===== src/logic/lce_pkg.sv =====
// constants, register map and step encoding for the line/char edit sequencer
// assumes one 25 MHz system clock; memory and keyboard logic live outside
`default_nettype none

package lce_pkg;

	localparam int          ROW_W       = 5;
	localparam int          COL_W       = 7;
	localparam int          CHAR_W      = 8;
	localparam logic [4:0]  LAST_ROW    = 5'h1A;
	localparam logic [6:0]  LAST_COL    = 7'h49;

	// memory cycle phases t0.1 .. t0.6, one system clock each
	localparam logic [2:0]  PH1         = 3'h0;
	localparam logic [2:0]  PH2         = 3'h1;
	localparam logic [2:0]  PH3         = 3'h2;
	localparam logic [2:0]  PH4         = 3'h3;
	localparam logic [2:0]  PH6         = 3'h5;

	localparam logic [7:0]  BLANK_CHAR  = 8'h00;
	localparam logic [7:0]  CR_CHAR     = 8'h0D;
	localparam int          FG_BIT      = 7;

	localparam logic [7:0]  OFS_CTRL    = 8'h00;
	localparam logic [7:0]  OFS_CURSOR  = 8'h04;
	localparam logic [7:0]  OFS_STATUS  = 8'h08;
	localparam int          CTRL_DL_BIT = 0;
	localparam int          CUR_COL_LSB = 0;
	localparam int          CUR_ROW_LSB = 8;
	localparam int          ST_BUSY     = 0;
	localparam int          ST_LAST     = 1;
	localparam int          ST_SKIP     = 2;
	localparam int          ST_INS      = 3;
	localparam int          ST_STEP_LSB = 4;

	typedef enum logic [3:0] {
		STP_IDLE, STP_S1, STP_S2, STP_S3, STP_S4, STP_S5, STP_S6, STP_XFER
	} lce_step_type;

endpackage : lce_pkg

`default_nettype wire


===== src/logic/lce_sequencer.sv =====
// delete-line and insert-character step sequencer over the character memory
// assumes memory answers a read-restore with data valid the cycle after o_rr_cmd
`default_nettype none

// Notes on behaviour
// - delete line starts from keyboard pin or host write; same steps either way
// - delete line removes cursor row, rolls rows below it up, blanks bottom row
// - delete step one clears column on t0.2, no line repeat load
// - step one leads to step two and resets the last-line flag
// - step two saves complemented cursor row and column in coincidence counters
// - step three: last-line flag sets on t0.2 only at row 26
// - step three increments the row on t0.3
// - step three issues read-restore on t0.6, result lands in A
// - step four decrements row on t0.3 and copies A into B on t0.6
// - step four writes A on t0.6 while last-line flag is reset
// - step four writes blank on t0.6 once last-line flag is set
// - at column 73 row 26 step six stops and restore flop arms for t0.1
// - restore flop clears counters on t0.2, reloads saved cursor on t0.4
// - step six re-enters step three, column steps on t0.3, carry bumps row
// - steps three to six loop until last position done, then terminate
// - insert places typed char, shifts foreground right to background or end
// - insert step one sets refresh-skip flop for the routine
// - insert step two saves cursor and reads cursor cell on t0.6
// - background at cursor: no insert, restore flop t0.1, cursor back t0.4
// - foreground and not carriage return: write typed char on t0.6
// - insert at column 73 row 26 skips step five and restores cursor
// - insert step five: column up t0.3, A to B and next read on t0.6
// - insert step six: foreground loops four to six writing B
// - insert step six background: no write, restore saved cursor
module lce_sequencer (
	input  wire logic              i_sys_clk,
	input  wire logic              i_reset,
	input  wire logic [7:0]        i_addr,
	input  wire logic [31:0]       i_wdata,
	input  wire logic              i_wr,
	input  wire logic              i_rd,
	input  wire logic              i_key_del_line,
	input  wire logic              i_key_ins_char,
	input  wire logic [7:0]        i_key_char,
	input  wire logic [7:0]        i_mem_rdata,
	output logic [31:0]            o_rdata,
	output logic [4:0]             o_mem_row,
	output logic [6:0]             o_mem_col,
	output logic                   o_rr_cmd,
	output logic                   o_cw_cmd,
	output logic [7:0]             o_cw_data,
	output logic                   o_skip_refresh,
	output logic                   o_busy
);

	lce_pkg::lce_step_type step_r;
	lce_pkg::lce_step_type step_nxt;
	logic [2:0]  phase_r;
	logic [4:0]  row_r;
	logic [4:0]  row_nxt;
	logic [6:0]  col_r;
	logic [6:0]  col_nxt;
	logic [4:0]  crow_r;
	logic [6:0]  ccol_r;
	logic [7:0]  a_r;
	logic [7:0]  b_r;
	logic [7:0]  char_r;
	logic [7:0]  chr_s1_r;
	logic [7:0]  chr_s2_r;
	logic        dl_s1_r;
	logic        dl_s2_r;
	logic        dl_s3_r;
	logic        ic_s1_r;
	logic        ic_s2_r;
	logic        ic_s3_r;
	logic        is_ic_r;
	logic        last_r;
	logic        xfer_r;
	logic        end_r;
	logic        skip_r;
	logic        rr_r;
	logic        rr_d_r;
	logic        cw_r;
	logic [7:0]  cwd_r;
	logic [7:0]  cwd_nxt;
	logic [31:0] rdata_r;
	logic [31:0] rdata_nxt;

	// phase ticks and step decode
	wire t1 = (phase_r == lce_pkg::PH1);
	wire t2 = (phase_r == lce_pkg::PH2);
	wire t3 = (phase_r == lce_pkg::PH3);
	wire t4 = (phase_r == lce_pkg::PH4);
	wire phase_six_tick = (phase_r == lce_pkg::PH6);
	wire busy = (step_r != lce_pkg::STP_IDLE);
	wire dl = busy & ~is_ic_r;
	wire ic = busy & is_ic_r;
	wire s1 = (step_r == lce_pkg::STP_S1);
	wire s2 = (step_r == lce_pkg::STP_S2);
	wire s3 = (step_r == lce_pkg::STP_S3);
	wire s4 = (step_r == lce_pkg::STP_S4);
	wire s5 = (step_r == lce_pkg::STP_S5);
	wire s6 = (step_r == lce_pkg::STP_S6);
	wire sx = (step_r == lce_pkg::STP_XFER);
	wire a_fg = a_r[lce_pkg::FG_BIT];
	wire char_ok = (char_r != lce_pkg::CR_CHAR);
	wire at_end = (col_r == lce_pkg::LAST_COL) & (row_r == lce_pkg::LAST_ROW);

	// command sources; a host start is a single-cycle write, keys are edges
	wire wr_ctrl = i_wr & (i_addr == lce_pkg::OFS_CTRL);
	wire wr_cur = i_wr & (i_addr == lce_pkg::OFS_CURSOR) & ~busy;
	wire host_dl = wr_ctrl & i_wdata[lce_pkg::CTRL_DL_BIT];
	wire start_dl = ~busy & ((dl_s2_r & ~dl_s3_r) | host_dl);
	wire start_ic = ~busy & ~start_dl & ic_s2_r & ~ic_s3_r;

	// cursor counter controls
	wire column_counter_clear = (s1 & dl & t2) | (sx & t2);
	wire cur_load = sx & t4;
	wire col_inc = t3 & ((s6 & dl & ~end_r) | (s5 & ic));
	wire col_carry = col_inc & (col_r == lce_pkg::LAST_COL);
	wire row_inc = (t3 & s3 & dl) | col_carry;
	wire row_dec = t3 & s4 & dl;
	wire cursor_counter_clock = column_counter_clear | cur_load | col_inc | row_inc | row_dec;

	always_comb begin
		col_nxt = col_r;
		row_nxt = row_r;
		if (column_counter_clear) begin
			col_nxt = '0;
			row_nxt = sx ? '0 : row_r;
		end else if (cur_load) begin
			col_nxt = ~ccol_r;
			row_nxt = ~crow_r;
		end else if (cursor_counter_clock) begin
			if (col_inc) begin
				col_nxt = col_carry ? '0 : col_r + 7'h01;
			end
			if (row_inc) begin
				row_nxt = row_r + 5'h01;
			end else if (row_dec) begin
				row_nxt = row_r - 5'h01;
			end
		end else if (wr_cur) begin
			col_nxt = i_wdata[lce_pkg::CUR_COL_LSB +: 7];
			row_nxt = i_wdata[lce_pkg::CUR_ROW_LSB +: 5];
		end
	end

	// memory commands, all on t0.6
	wire rr_go = phase_six_tick & ((s3 & dl) | (s2 & ic) | (s5 & ic));
	wire cw_dl = phase_six_tick & s4 & dl;
	wire cw_ic1 = phase_six_tick & s3 & ic & a_fg & char_ok;
	wire cw_ic2 = phase_six_tick & s6 & ic & a_fg;
	wire cw_go = cw_dl | cw_ic1 | cw_ic2;
	wire ab_copy = phase_six_tick & ((s4 & dl) | (s5 & ic));

	// B takes A on the same edge, so the dl write carries A directly
	assign cwd_nxt = cw_dl ? (last_r ? lce_pkg::BLANK_CHAR : a_r) :
	                 cw_ic1 ? char_r : b_r;

	// step sequencing; busy steps change only at the end of t0.6, the start from idle on any edge
	always_comb begin
		step_nxt = step_r;
		case (step_r)
			lce_pkg::STP_IDLE: begin
				if (start_dl | start_ic) begin
					step_nxt = lce_pkg::STP_S1;
				end
			end
			lce_pkg::STP_S1: step_nxt = lce_pkg::STP_S2;
			lce_pkg::STP_S2: step_nxt = lce_pkg::STP_S3;
			lce_pkg::STP_S3: begin
				step_nxt = (is_ic_r & ~a_fg) ? lce_pkg::STP_XFER : lce_pkg::STP_S4;
			end
			lce_pkg::STP_S4: begin
				step_nxt = (is_ic_r & end_r) ? lce_pkg::STP_XFER : lce_pkg::STP_S5;
			end
			lce_pkg::STP_S5: step_nxt = lce_pkg::STP_S6;
			lce_pkg::STP_S6: begin
				if (is_ic_r) begin
					step_nxt = a_fg ? lce_pkg::STP_S4 : lce_pkg::STP_XFER;
				end else begin
					step_nxt = end_r ? lce_pkg::STP_XFER : lce_pkg::STP_S3;
				end
			end
			lce_pkg::STP_XFER: step_nxt = lce_pkg::STP_IDLE;
			default: step_nxt = lce_pkg::STP_IDLE;
		endcase
	end

	// register read mux
	wire [31:0] cur_word = {19'h0, row_r, 1'b0, col_r};
	wire [31:0] st_word = {24'h0, 4'(step_r), is_ic_r, skip_r, last_r, busy};
	assign rdata_nxt = ~i_rd ? 32'h0 :
	                   (i_addr == lce_pkg::OFS_CURSOR) ? cur_word :
	                   (i_addr == lce_pkg::OFS_STATUS) ? st_word : 32'h0;

	// pin synchronisers; the second stage feeds logic, the third only the key edge detects
	always_ff @(posedge i_sys_clk) begin
		dl_s1_r  <= i_key_del_line;
		dl_s2_r  <= dl_s1_r;
		dl_s3_r  <= dl_s2_r;
		ic_s1_r  <= i_key_ins_char;
		ic_s2_r  <= ic_s1_r;
		ic_s3_r  <= ic_s2_r;
		chr_s1_r <= i_key_char;
		chr_s2_r <= chr_s1_r;
	end

	// phase counter holds at t0.1 while idle so a routine starts on a fresh cycle
	always_ff @(posedge i_sys_clk) begin
		if (i_reset) begin
			phase_r <= lce_pkg::PH1;
			step_r  <= lce_pkg::STP_IDLE;
		end else if (~busy) begin
			phase_r <= lce_pkg::PH1;
			step_r  <= step_nxt;
		end else if (phase_six_tick) begin
			phase_r <= lce_pkg::PH1;
			step_r  <= step_nxt;
		end else begin
			phase_r <= phase_r + 3'h1;
		end
	end

	always_ff @(posedge i_sys_clk) begin
		if (i_reset) begin
			row_r   <= '0;
			col_r   <= '0;
			crow_r  <= '0;
			ccol_r  <= '0;
			is_ic_r <= 1'b0;
			char_r  <= '0;
		end else begin
			row_r <= row_nxt;
			col_r <= col_nxt;
			if (s2 & t1) begin
				crow_r <= ~row_r;
				ccol_r <= ~col_r;
			end
			if (start_dl | start_ic) begin
				is_ic_r <= start_ic;
				char_r  <= chr_s2_r;
			end
		end
	end

	always_ff @(posedge i_sys_clk) begin
		if (i_reset) begin
			last_r <= 1'b0;
			end_r  <= 1'b0;
			xfer_r <= 1'b0;
			skip_r <= 1'b0;
		end else begin
			if (s1 & t1) begin
				last_r <= 1'b0;
			end else if (s3 & dl & t2 & (row_r == lce_pkg::LAST_ROW)) begin
				// only the toggle out of reset matters; holding keeps the whole bottom row blank
				last_r <= 1'b1;
			end
			if (t1) begin
				end_r <= at_end;
			end
			if (sx & t1) begin
				xfer_r <= 1'b1;
			end else if (~busy) begin
				xfer_r <= 1'b0;
			end
			if (s1 & ic & t1) begin
				skip_r <= 1'b1;
			end else if (~busy) begin
				skip_r <= 1'b0;
			end
		end
	end

	// A loads from memory the cycle after the read-restore pulse
	always_ff @(posedge i_sys_clk) begin
		if (i_reset) begin
			rr_r    <= 1'b0;
			rr_d_r  <= 1'b0;
			cw_r    <= 1'b0;
			cwd_r   <= '0;
			a_r     <= '0;
			b_r     <= '0;
			rdata_r <= '0;
		end else begin
			rr_r    <= rr_go;
			rr_d_r  <= rr_r;
			cw_r    <= cw_go;
			rdata_r <= rdata_nxt;
			if (cw_go) begin
				cwd_r <= cwd_nxt;
			end
			if (rr_d_r) begin
				a_r <= i_mem_rdata;
			end
			if (ab_copy) begin
				b_r <= a_r;
			end
		end
	end

	assign o_rdata        = rdata_r;
	assign o_mem_row      = row_r;
	assign o_mem_col      = col_r;
	assign o_rr_cmd       = rr_r;
	assign o_cw_cmd       = cw_r;
	assign o_cw_data      = cwd_r;
	assign o_skip_refresh = skip_r;
	assign o_busy         = busy;
endmodule : lce_sequencer

`default_nettype wire


===== config.mk =====
export PLATFORM = sky130hd
export DESIGN_NAME = lce_sequencer
export DESIGN_NICKNAME = d
export VERILOG_FILES = /design/src/logic/lce_pkg.sv /design/src/logic/lce_sequencer.sv
export SDC_FILE = /design/constraint.sdc
export NUM_CORES = 1
export LEC_CHECK = 0
export ABC_CLOCK_PERIOD_IN_PS = 9500
export BUFFER_PORTS_ARGS = -buffer_cell sky130_fd_sc_hd__buf_2
export CAP_MARGIN = 0
export CORE_ASPECT_RATIO = 1.2
export CORE_MARGIN = 3
export CORE_UTILIZATION = 35
export DETAILED_ROUTE_END_ITERATION = 8
export PLACE_DENSITY = 0.67
export SYNTH_ARGS = -nofsm -noshare
export SYNTH_HDL_FRONTEND = slang
export SYNTH_SLANG_ARGS = --single-unit

===== constraint.sdc =====
create_clock -name i_sys_clk -period 9.5 [get_ports i_sys_clk]
set_input_delay 1.9 -clock i_sys_clk [delete_from_list [all_inputs] [get_ports i_sys_clk]]
set_output_delay 1.9 -clock i_sys_clk [all_outputs]
set_load 0.005 [all_outputs]

==> impl_metrics.ini, run 1 <==
[outcome]
run_status = finished clean

[drt]
first_pass_iters = 4
wl_met2_mm = 5.220
wl_met3_um = 481
wl_mm = 10.15
via_per_inst = 5.048
highest_layer = met4
wl_per_cell_um = 14.65
vias = 3498
antenna_left = 0
drt_iter0_drc = 203
drc_errors = 0
m1WireLength_mm = 4.312

[pwr]
finalPower_uw = 920.1
power.leakage_uw = 0.002137
p_per_area_nw_per_um2 = 176.4
max-vdd-ir-drop_uv = 111.2

[floorplan]
die_area_um2 = 14170
fp.dieH_um = 129.8
rows = 44
die_w_um = 109.2
num_io_pins = 118
start_util_pct = 36.42
core_region_area_um2 = 12280

[timing]
min_period_ns = 3.748
skew_ns = 0.01006
period_share_pct = 39.45
slew_headroom_pct = 17.26
maxSlewViolCount = 0
rsz0062_at_grt = no
finalHoldViolCount = 0
fin_ws_ns = 5.752
clock.fmax_mhz = 266.8
tightest_slew_ns = 1.234
finalSetupTns_ns = 0
holdWs_ns = 0.3274
finalSetupViolCount = 0

[synth]
ys_seq_area_share_pct = 46.11
syn_area_um2 = 4472
synth_area_leaders = dfxtp_1 (46%), mux2i_1 (7.6%), nor2_1 (4.8%), buf_4 (3.4%), ha_1 (3.1%)
synth_top_area_share_pct = 46.11
yosysMostFrequentCell = dfxtp_1
syn_area_per_cell_um2 = 9.679
yosys-top-cells-count = dfxtp_1 (103), nor2_1 (57), mux2i_1 (34), nand2_1 (30), buf_4 (20)
ys_warn_count = 0
synthCells = 462
synth_edf_count = 0
ys.flop_type = dfxtp_1
async_flop_share_pct = 0
netlist.top_cell.by_area = dfxtp_1
ys_seq_elements = 103
yosysUniqueCellTypes = 59

[placement]
place_hpwl_mm = 7.307
post-place-ws_ns = 5.728
routabilityCongestion = 0.7956
placed_cells = 677
portBuffers = 77

[critical_path]
cp_slowest_stage_delay_ns = 0.75
cp-end-kind = flip-flop
cp_top_family = compound AO/OA/AOI/OAI gates
crit_fanout = 23
slowest_stage = dfxtp_1
worst-setup-path-type = flip-flop to flip-flop
crit_chain = or4b_4 > a2111oi_4 > nor2_2 > fa_1 > a21o_1 > a21oi_1 > xor2_1 > o211ai_1 > o211ai_1 > a32o_1
cp.required_ns = 9.74
cp.arrival_ns = 3.98
critical_path_buf_inv_count = 0
path_common_cell = o211ai_1
startpoint_type = flip-flop

[clock_network]
post-cts-setup-buffer-count = 0
clk_path_buf_depth = 2
cts_tree = yes
h-tree-depth = 3
clkLatencyLatePin_ns = 0.35
clkTransAtPathRegs_ns = 0.07
cts_hold_buf = 0
clock-sinks = 103
post_cts_resized = 0
numCtsBuffers = 9
cts_root_buffer = clkbuf_16

[min_path]
holdCritPathClass = flip-flop to flip-flop

[finish]
fillCellCount = 1183
nNetsFinal = 601
n_antenna_cell = 0
areaGrowthSynthToFinish_pct = 16.68
finalNonFillerCells = 693
drive_above_1_share_pct = 20.30

[run]
cap_violations = 0

[global_routing]
grt_pass1_wl_mm = 15.93
grt_overflow_total = 0
track_usage_pct = 14.22
grt_antenna_before_repair = 0
grt_max_degree = 53
grt_pass1_vias = 3307
report_power, final:
group | switching (µW) | total (µW) | internal [µW]
combinational | 37.3 | 67.1 | 29.8
sequential | 14.9 | 460 | 445
clock | 174 | 393 | 219
worst paths after layout:
kind	startpoint	to	slack, ns	cells past startpoint
worst min register to register	ic_s1_r$_DFF_P_	ic_s2_r$_DFF_P_	0.33	0
worst min-delay path	ic_s1_r$_DFF_P_	ic_s2_r$_DFF_P_	0.33	0
worst max-delay path	step_r[1]$_SDFFE_PP0P_	o_mem_row[4]$_SDFFE_PP0P_	5.75	10
worst max register to register	step_r[1]$_SDFFE_PP0P_	o_mem_row[4]$_SDFFE_PP0P_	5.75	10
routing by layer:
layer  vias up  track usage (%)
met4         0            5.429
met1      1659            16.54
met2        84            25.23
met5         -                0
li1       1746                -
met3         9            3.315
cells in the final DEF, fill, tap and decap left out, types with 10 or more instances in the layout:
cell	netlist	final
dfxtp_1	103	103
nand2_1	30	30
nor3_1	12	12
buf_2	4	77
ha_1	11	11
nand3b_1	12	12
conb_1	1	20
a211oi_1	12	12
a32o_1	10	10
a22o_1	15	15
mux2i_1	34	34
a21oi_1	14	14
nor2_1	57	57
cells by family after synthesis:
logic type      after synthesis  synth area share (%)
compound gates               88                 15.31
other cells                   1               0.08386
buf+inv                      51                 6.240
mux                          36                 8.114
xor+xnor                      9                 1.763
flops                       103                 46.11
simple gates                162                 18.86
fa+ha+maj                    12                 3.525
per-stage QoR:
step / area, µm² / util, %
global placement: 4892 / 39.85
global route: 5218 / 42.50
detailed placement: 4892 / 39.85
finish: 5218 / 42.50
floorplan: 4543 / -
CTS: 5218 / 42.50
flip-flops by register name, indices dropped and copies added, names as in the netlist, 3 cells and up:
| register | flops |
|---|---|
| b_r | 8 |
| crow_r | 5 |
| chr_s1_r | 8 |
| a_r | 8 |
| step_r | 3 |
| phase_r | 3 |
| chr_s2_r | 8 |
| o_rdata | 12 |
| o_cw_data | 8 |
| ccol_r | 7 |
| char_r | 8 |
| o_mem_col | 7 |
| o_mem_row | 5 |
final cells by class:
cell class / instances / area, µm² / area share (%)
Clock buffer: 10 / 239.0 / 4.580
Clock inverter: 6 / 86.33 / 1.655
Inverter: 7 / 26.28 / 0.5036
Multi-Input combinational cell: 327 / 2202 / 42.21
Sequential cell: 103 / 2062 / 39.52
Tap cell: 161 / 201.4 / 3.861
Timing Repair Buffer: 79 / 400.4 / 7.674
No activity file was read; power rests on OpenSTA's default activity.
==> inputs of run 2 (changes only) <==
--- a/config.mk
+++ b/config.mk
@@ -5,14 +5,14 @@
 export SDC_FILE = /design/constraint.sdc
 export NUM_CORES = 1
 export LEC_CHECK = 0
-export ABC_CLOCK_PERIOD_IN_PS = 9500
+export ABC_CLOCK_PERIOD_IN_PS = 3300
 export BUFFER_PORTS_ARGS = -buffer_cell sky130_fd_sc_hd__buf_2
 export CAP_MARGIN = 0
 export CORE_ASPECT_RATIO = 1.2
 export CORE_MARGIN = 3
 export CORE_UTILIZATION = 35
 export DETAILED_ROUTE_END_ITERATION = 8
-export PLACE_DENSITY = 0.67
+export PLACE_DENSITY = 0.69
 export SYNTH_ARGS = -nofsm -noshare
 export SYNTH_HDL_FRONTEND = slang
 export SYNTH_SLANG_ARGS = --single-unit
==> constraint.sdc (replaced) <==
create_clock -name i_sys_clk -period 3.3 [get_ports i_sys_clk]
set_input_delay 0.66 -clock i_sys_clk [delete_from_list [all_inputs] [get_ports i_sys_clk]]
set_output_delay 0.66 -clock i_sys_clk [all_outputs]
set_load 0.005 [all_outputs]
==> run 2 against run 1 <==
Maximum frequency grew 21%. Die area is the same. Clock power grew to 2.7 times the previous value. Via count grew 2.6%. Register-to-register slack lost 5.5 ns. Count of clock-buffer cells in the layout shrank 1. Final area grew 1.2%. Clock skew is essentially flat. Sequential power grew to 2.8 times the previous value. Largest cell class unchanged. Largest power group unchanged.
==> impl_metrics.ini, run 2 (synthesized netlist as in run 1, its figures left out) <==
[floorplan]
die_area_um2 = 14170
start_util_pct = 36.42
fp.dieH_um = 129.8
rows = 44
die_w_um = 109.2
core_region_area_um2 = 12280
num_io_pins = 118

[min_path]
whs_path_depth = 0
min-delay-start = chr_s1_r[2]$_DFF_P_
holdCritPathClass = flip-flop to flip-flop

[finish]
nNetsFinal = 613
largest_reg_flops = 12
finalNonFillerCells = 705
final_common_cell = dfxtp_1
areaGrowthSynthToFinish_pct = 18.07
final_cell_mix = dfxtp_1 (103), buf_2 (77), nor2_1 (57)
n_antenna_cell = 0
drive_above_1_share_pct = 22.06

[run]
cap_violations = 0

[drt]
wl_per_cell_um = 14.50
drc_errors = 0
first_pass_iters = 4
drt_iter0_drc = 199
antenna_left = 0
via_per_inst = 5.089
vias = 3588
wl_mm = 10.22

[critical_path]
cp-end-kind = flip-flop
cp_top_family = compound AO/OA/AOI/OAI gates
r2r-start = end_r$_SDFFE_PP0N_
slowest_stage = or4b_4
cp-startpoint = end_r$_SDFFE_PP0N_
cp.depth = 10
critical_path_buf_inv_count = 0
crit_chain = or4b_4 > a2111oi_4 > nor2_2 > fa_1 > a21o_1 > a21oi_1 > xor2_1 > o211ai_1 > o211ai_1 > a32o_1
crit_fanout = 9
cp.arrival_ns = 3.33
cp_slowest_stage_delay_ns = 0.58
cp.required_ns = 3.54
worst-setup-path-type = flip-flop to flip-flop
r2r_cells = 10
path_common_cell = o211ai_1
startpoint_type = flip-flop

[timing]
finalSetupViolCount = 0
maxSlewViolCount = 0
tightest_slew_ns = 0.9144
skew_ns = 0.009631
finalHoldViolCount = 0
rsz0062_at_grt = no
slew_headroom_pct = 38.71
period_share_pct = 93.68
finalSetupTns_ns = 0
clock.fmax_mhz = 323.5
min_period_ns = 3.091

[global_routing]
grt_pass1_vias = 3428
grt_max_degree = 28
grt_overflow_total = 0
track_usage_pct = 14.72
grt_pass1_wl_mm = 16.52
grt_antenna_before_repair = 0

[clock_network]
clkLatencyLatePin_ns = 0.34
clkTransAtPathRegs_ns = 0.08
clock-sinks = 103
cts_root_buffer = clkbuf_16
clk_path_buf_depth = 2
post_cts_resized = 0
h-tree-depth = 3
post-cts-setup-buffer-count = 0
cts_tree = yes
cts_hold_buf = 0
numCtsBuffers = 9

[pwr]
p_comb_share_pct = 8.6
power.leakage_uw = 0.002187
max-vdd-ir-drop_uv = 265.5
p_per_area_nw_per_um2 = 487.2
intPower_uw = 1913
clkPwrFrac_pct = 40.7
finalPower_uw = 2572
power_switching_uw = 659.7
p_seq_share_pct = 50.7
netSwitchingFraction_pct = 25.65

[placement]
place_hpwl_mm = 7.398
portBuffers = 77
routabilityCongestion = 0.8500
placed_cells = 689

[outcome]
run_status = finished clean
run 2: cell type report:
| type | count | area, µm² |
|---|---|---|
| Tap cell | 161 | 201.4 |
| Fill cell | 1189 | 6997 |
| Multi-Input combinational cell | 327 | 2202 |
| Clock buffer | 9 | 225.2 |
| Inverter | 7 | 26.28 |
| Sequential cell | 103 | 2062 |
| Timing Repair Buffer | 91 | 490.5 |
| Clock inverter | 7 | 72.57 |
run 2: power groups by stage:
| stage | Clock, µW | Combinational, µW | Sequential (µW) |
|---|---|---|---|
| 3_3_place_gp | 0 | 212 | 1330 |
| 6_report | 1050 | 221 | 1300 |
| 3_5_place_dp | 0 | 219 | 1330 |
| 4_1_cts | 1080 | 221 | 1300 |
| 5_1_grt | 1130 | 249 | 1310 |
| 2_1_floorplan | 0 | 171 | 1330 |
run 2: layer usage:
layer / routed length (µm) / vias up / part of all wire (%) / GRT usage [%]
met4: 164 / 0 / 1.6 / 5.429
met3: 523 / 15 / 5.1 / 3.167
li1: - / 1776 / - / -
met1: 4469 / 1706 / 44 / 18.04
met5: 0 / - / 0 / 0
met2: 5063 / 91 / 50 / 25.34
run 2: worst reg2reg max path: stages, from the launching register on:
cell,delay (ns)
dfxtp_1,0.35
or4b_4,0.58
a2111oi_4,0.40
nor2_2,0.16
fa_1,0.45
a21o_1,0.20
a21oi_1,0.18
xor2_1,0.11
o211ai_1,0.18
o211ai_1,0.12
a32o_1,0.26
run 2: worst paths after layout:
| check | endpoint | slack [ns] |
|---|---|---|
| setup / recovery | o_mem_row[4]$_SDFFE_PP0P_ | 0.21 |
| hold / removal | chr_s2_r[2]$_DFF_P_ | 0.33 |
| setup reg to reg | o_mem_row[4]$_SDFFE_PP0P_ | 0.21 |
| hold reg to reg | chr_s2_r[2]$_DFF_P_ | 0.33 |
run 2: metrics by stage:
stage	setup slack, ns	instance area, µm²	util [%]	hold slack, ns
final	0.2087	5280	43.01	0.3294
after global routing	0.05827	5280	43.01	0.3411
after CTS	0.2384	5280	43.01	0.3299
after detailed placement	0.2654	4982	40.58	0.3121
after global placement	0.3264	4982	40.58	0.3123
after floorplan	0.2961	4543	-	0.3096
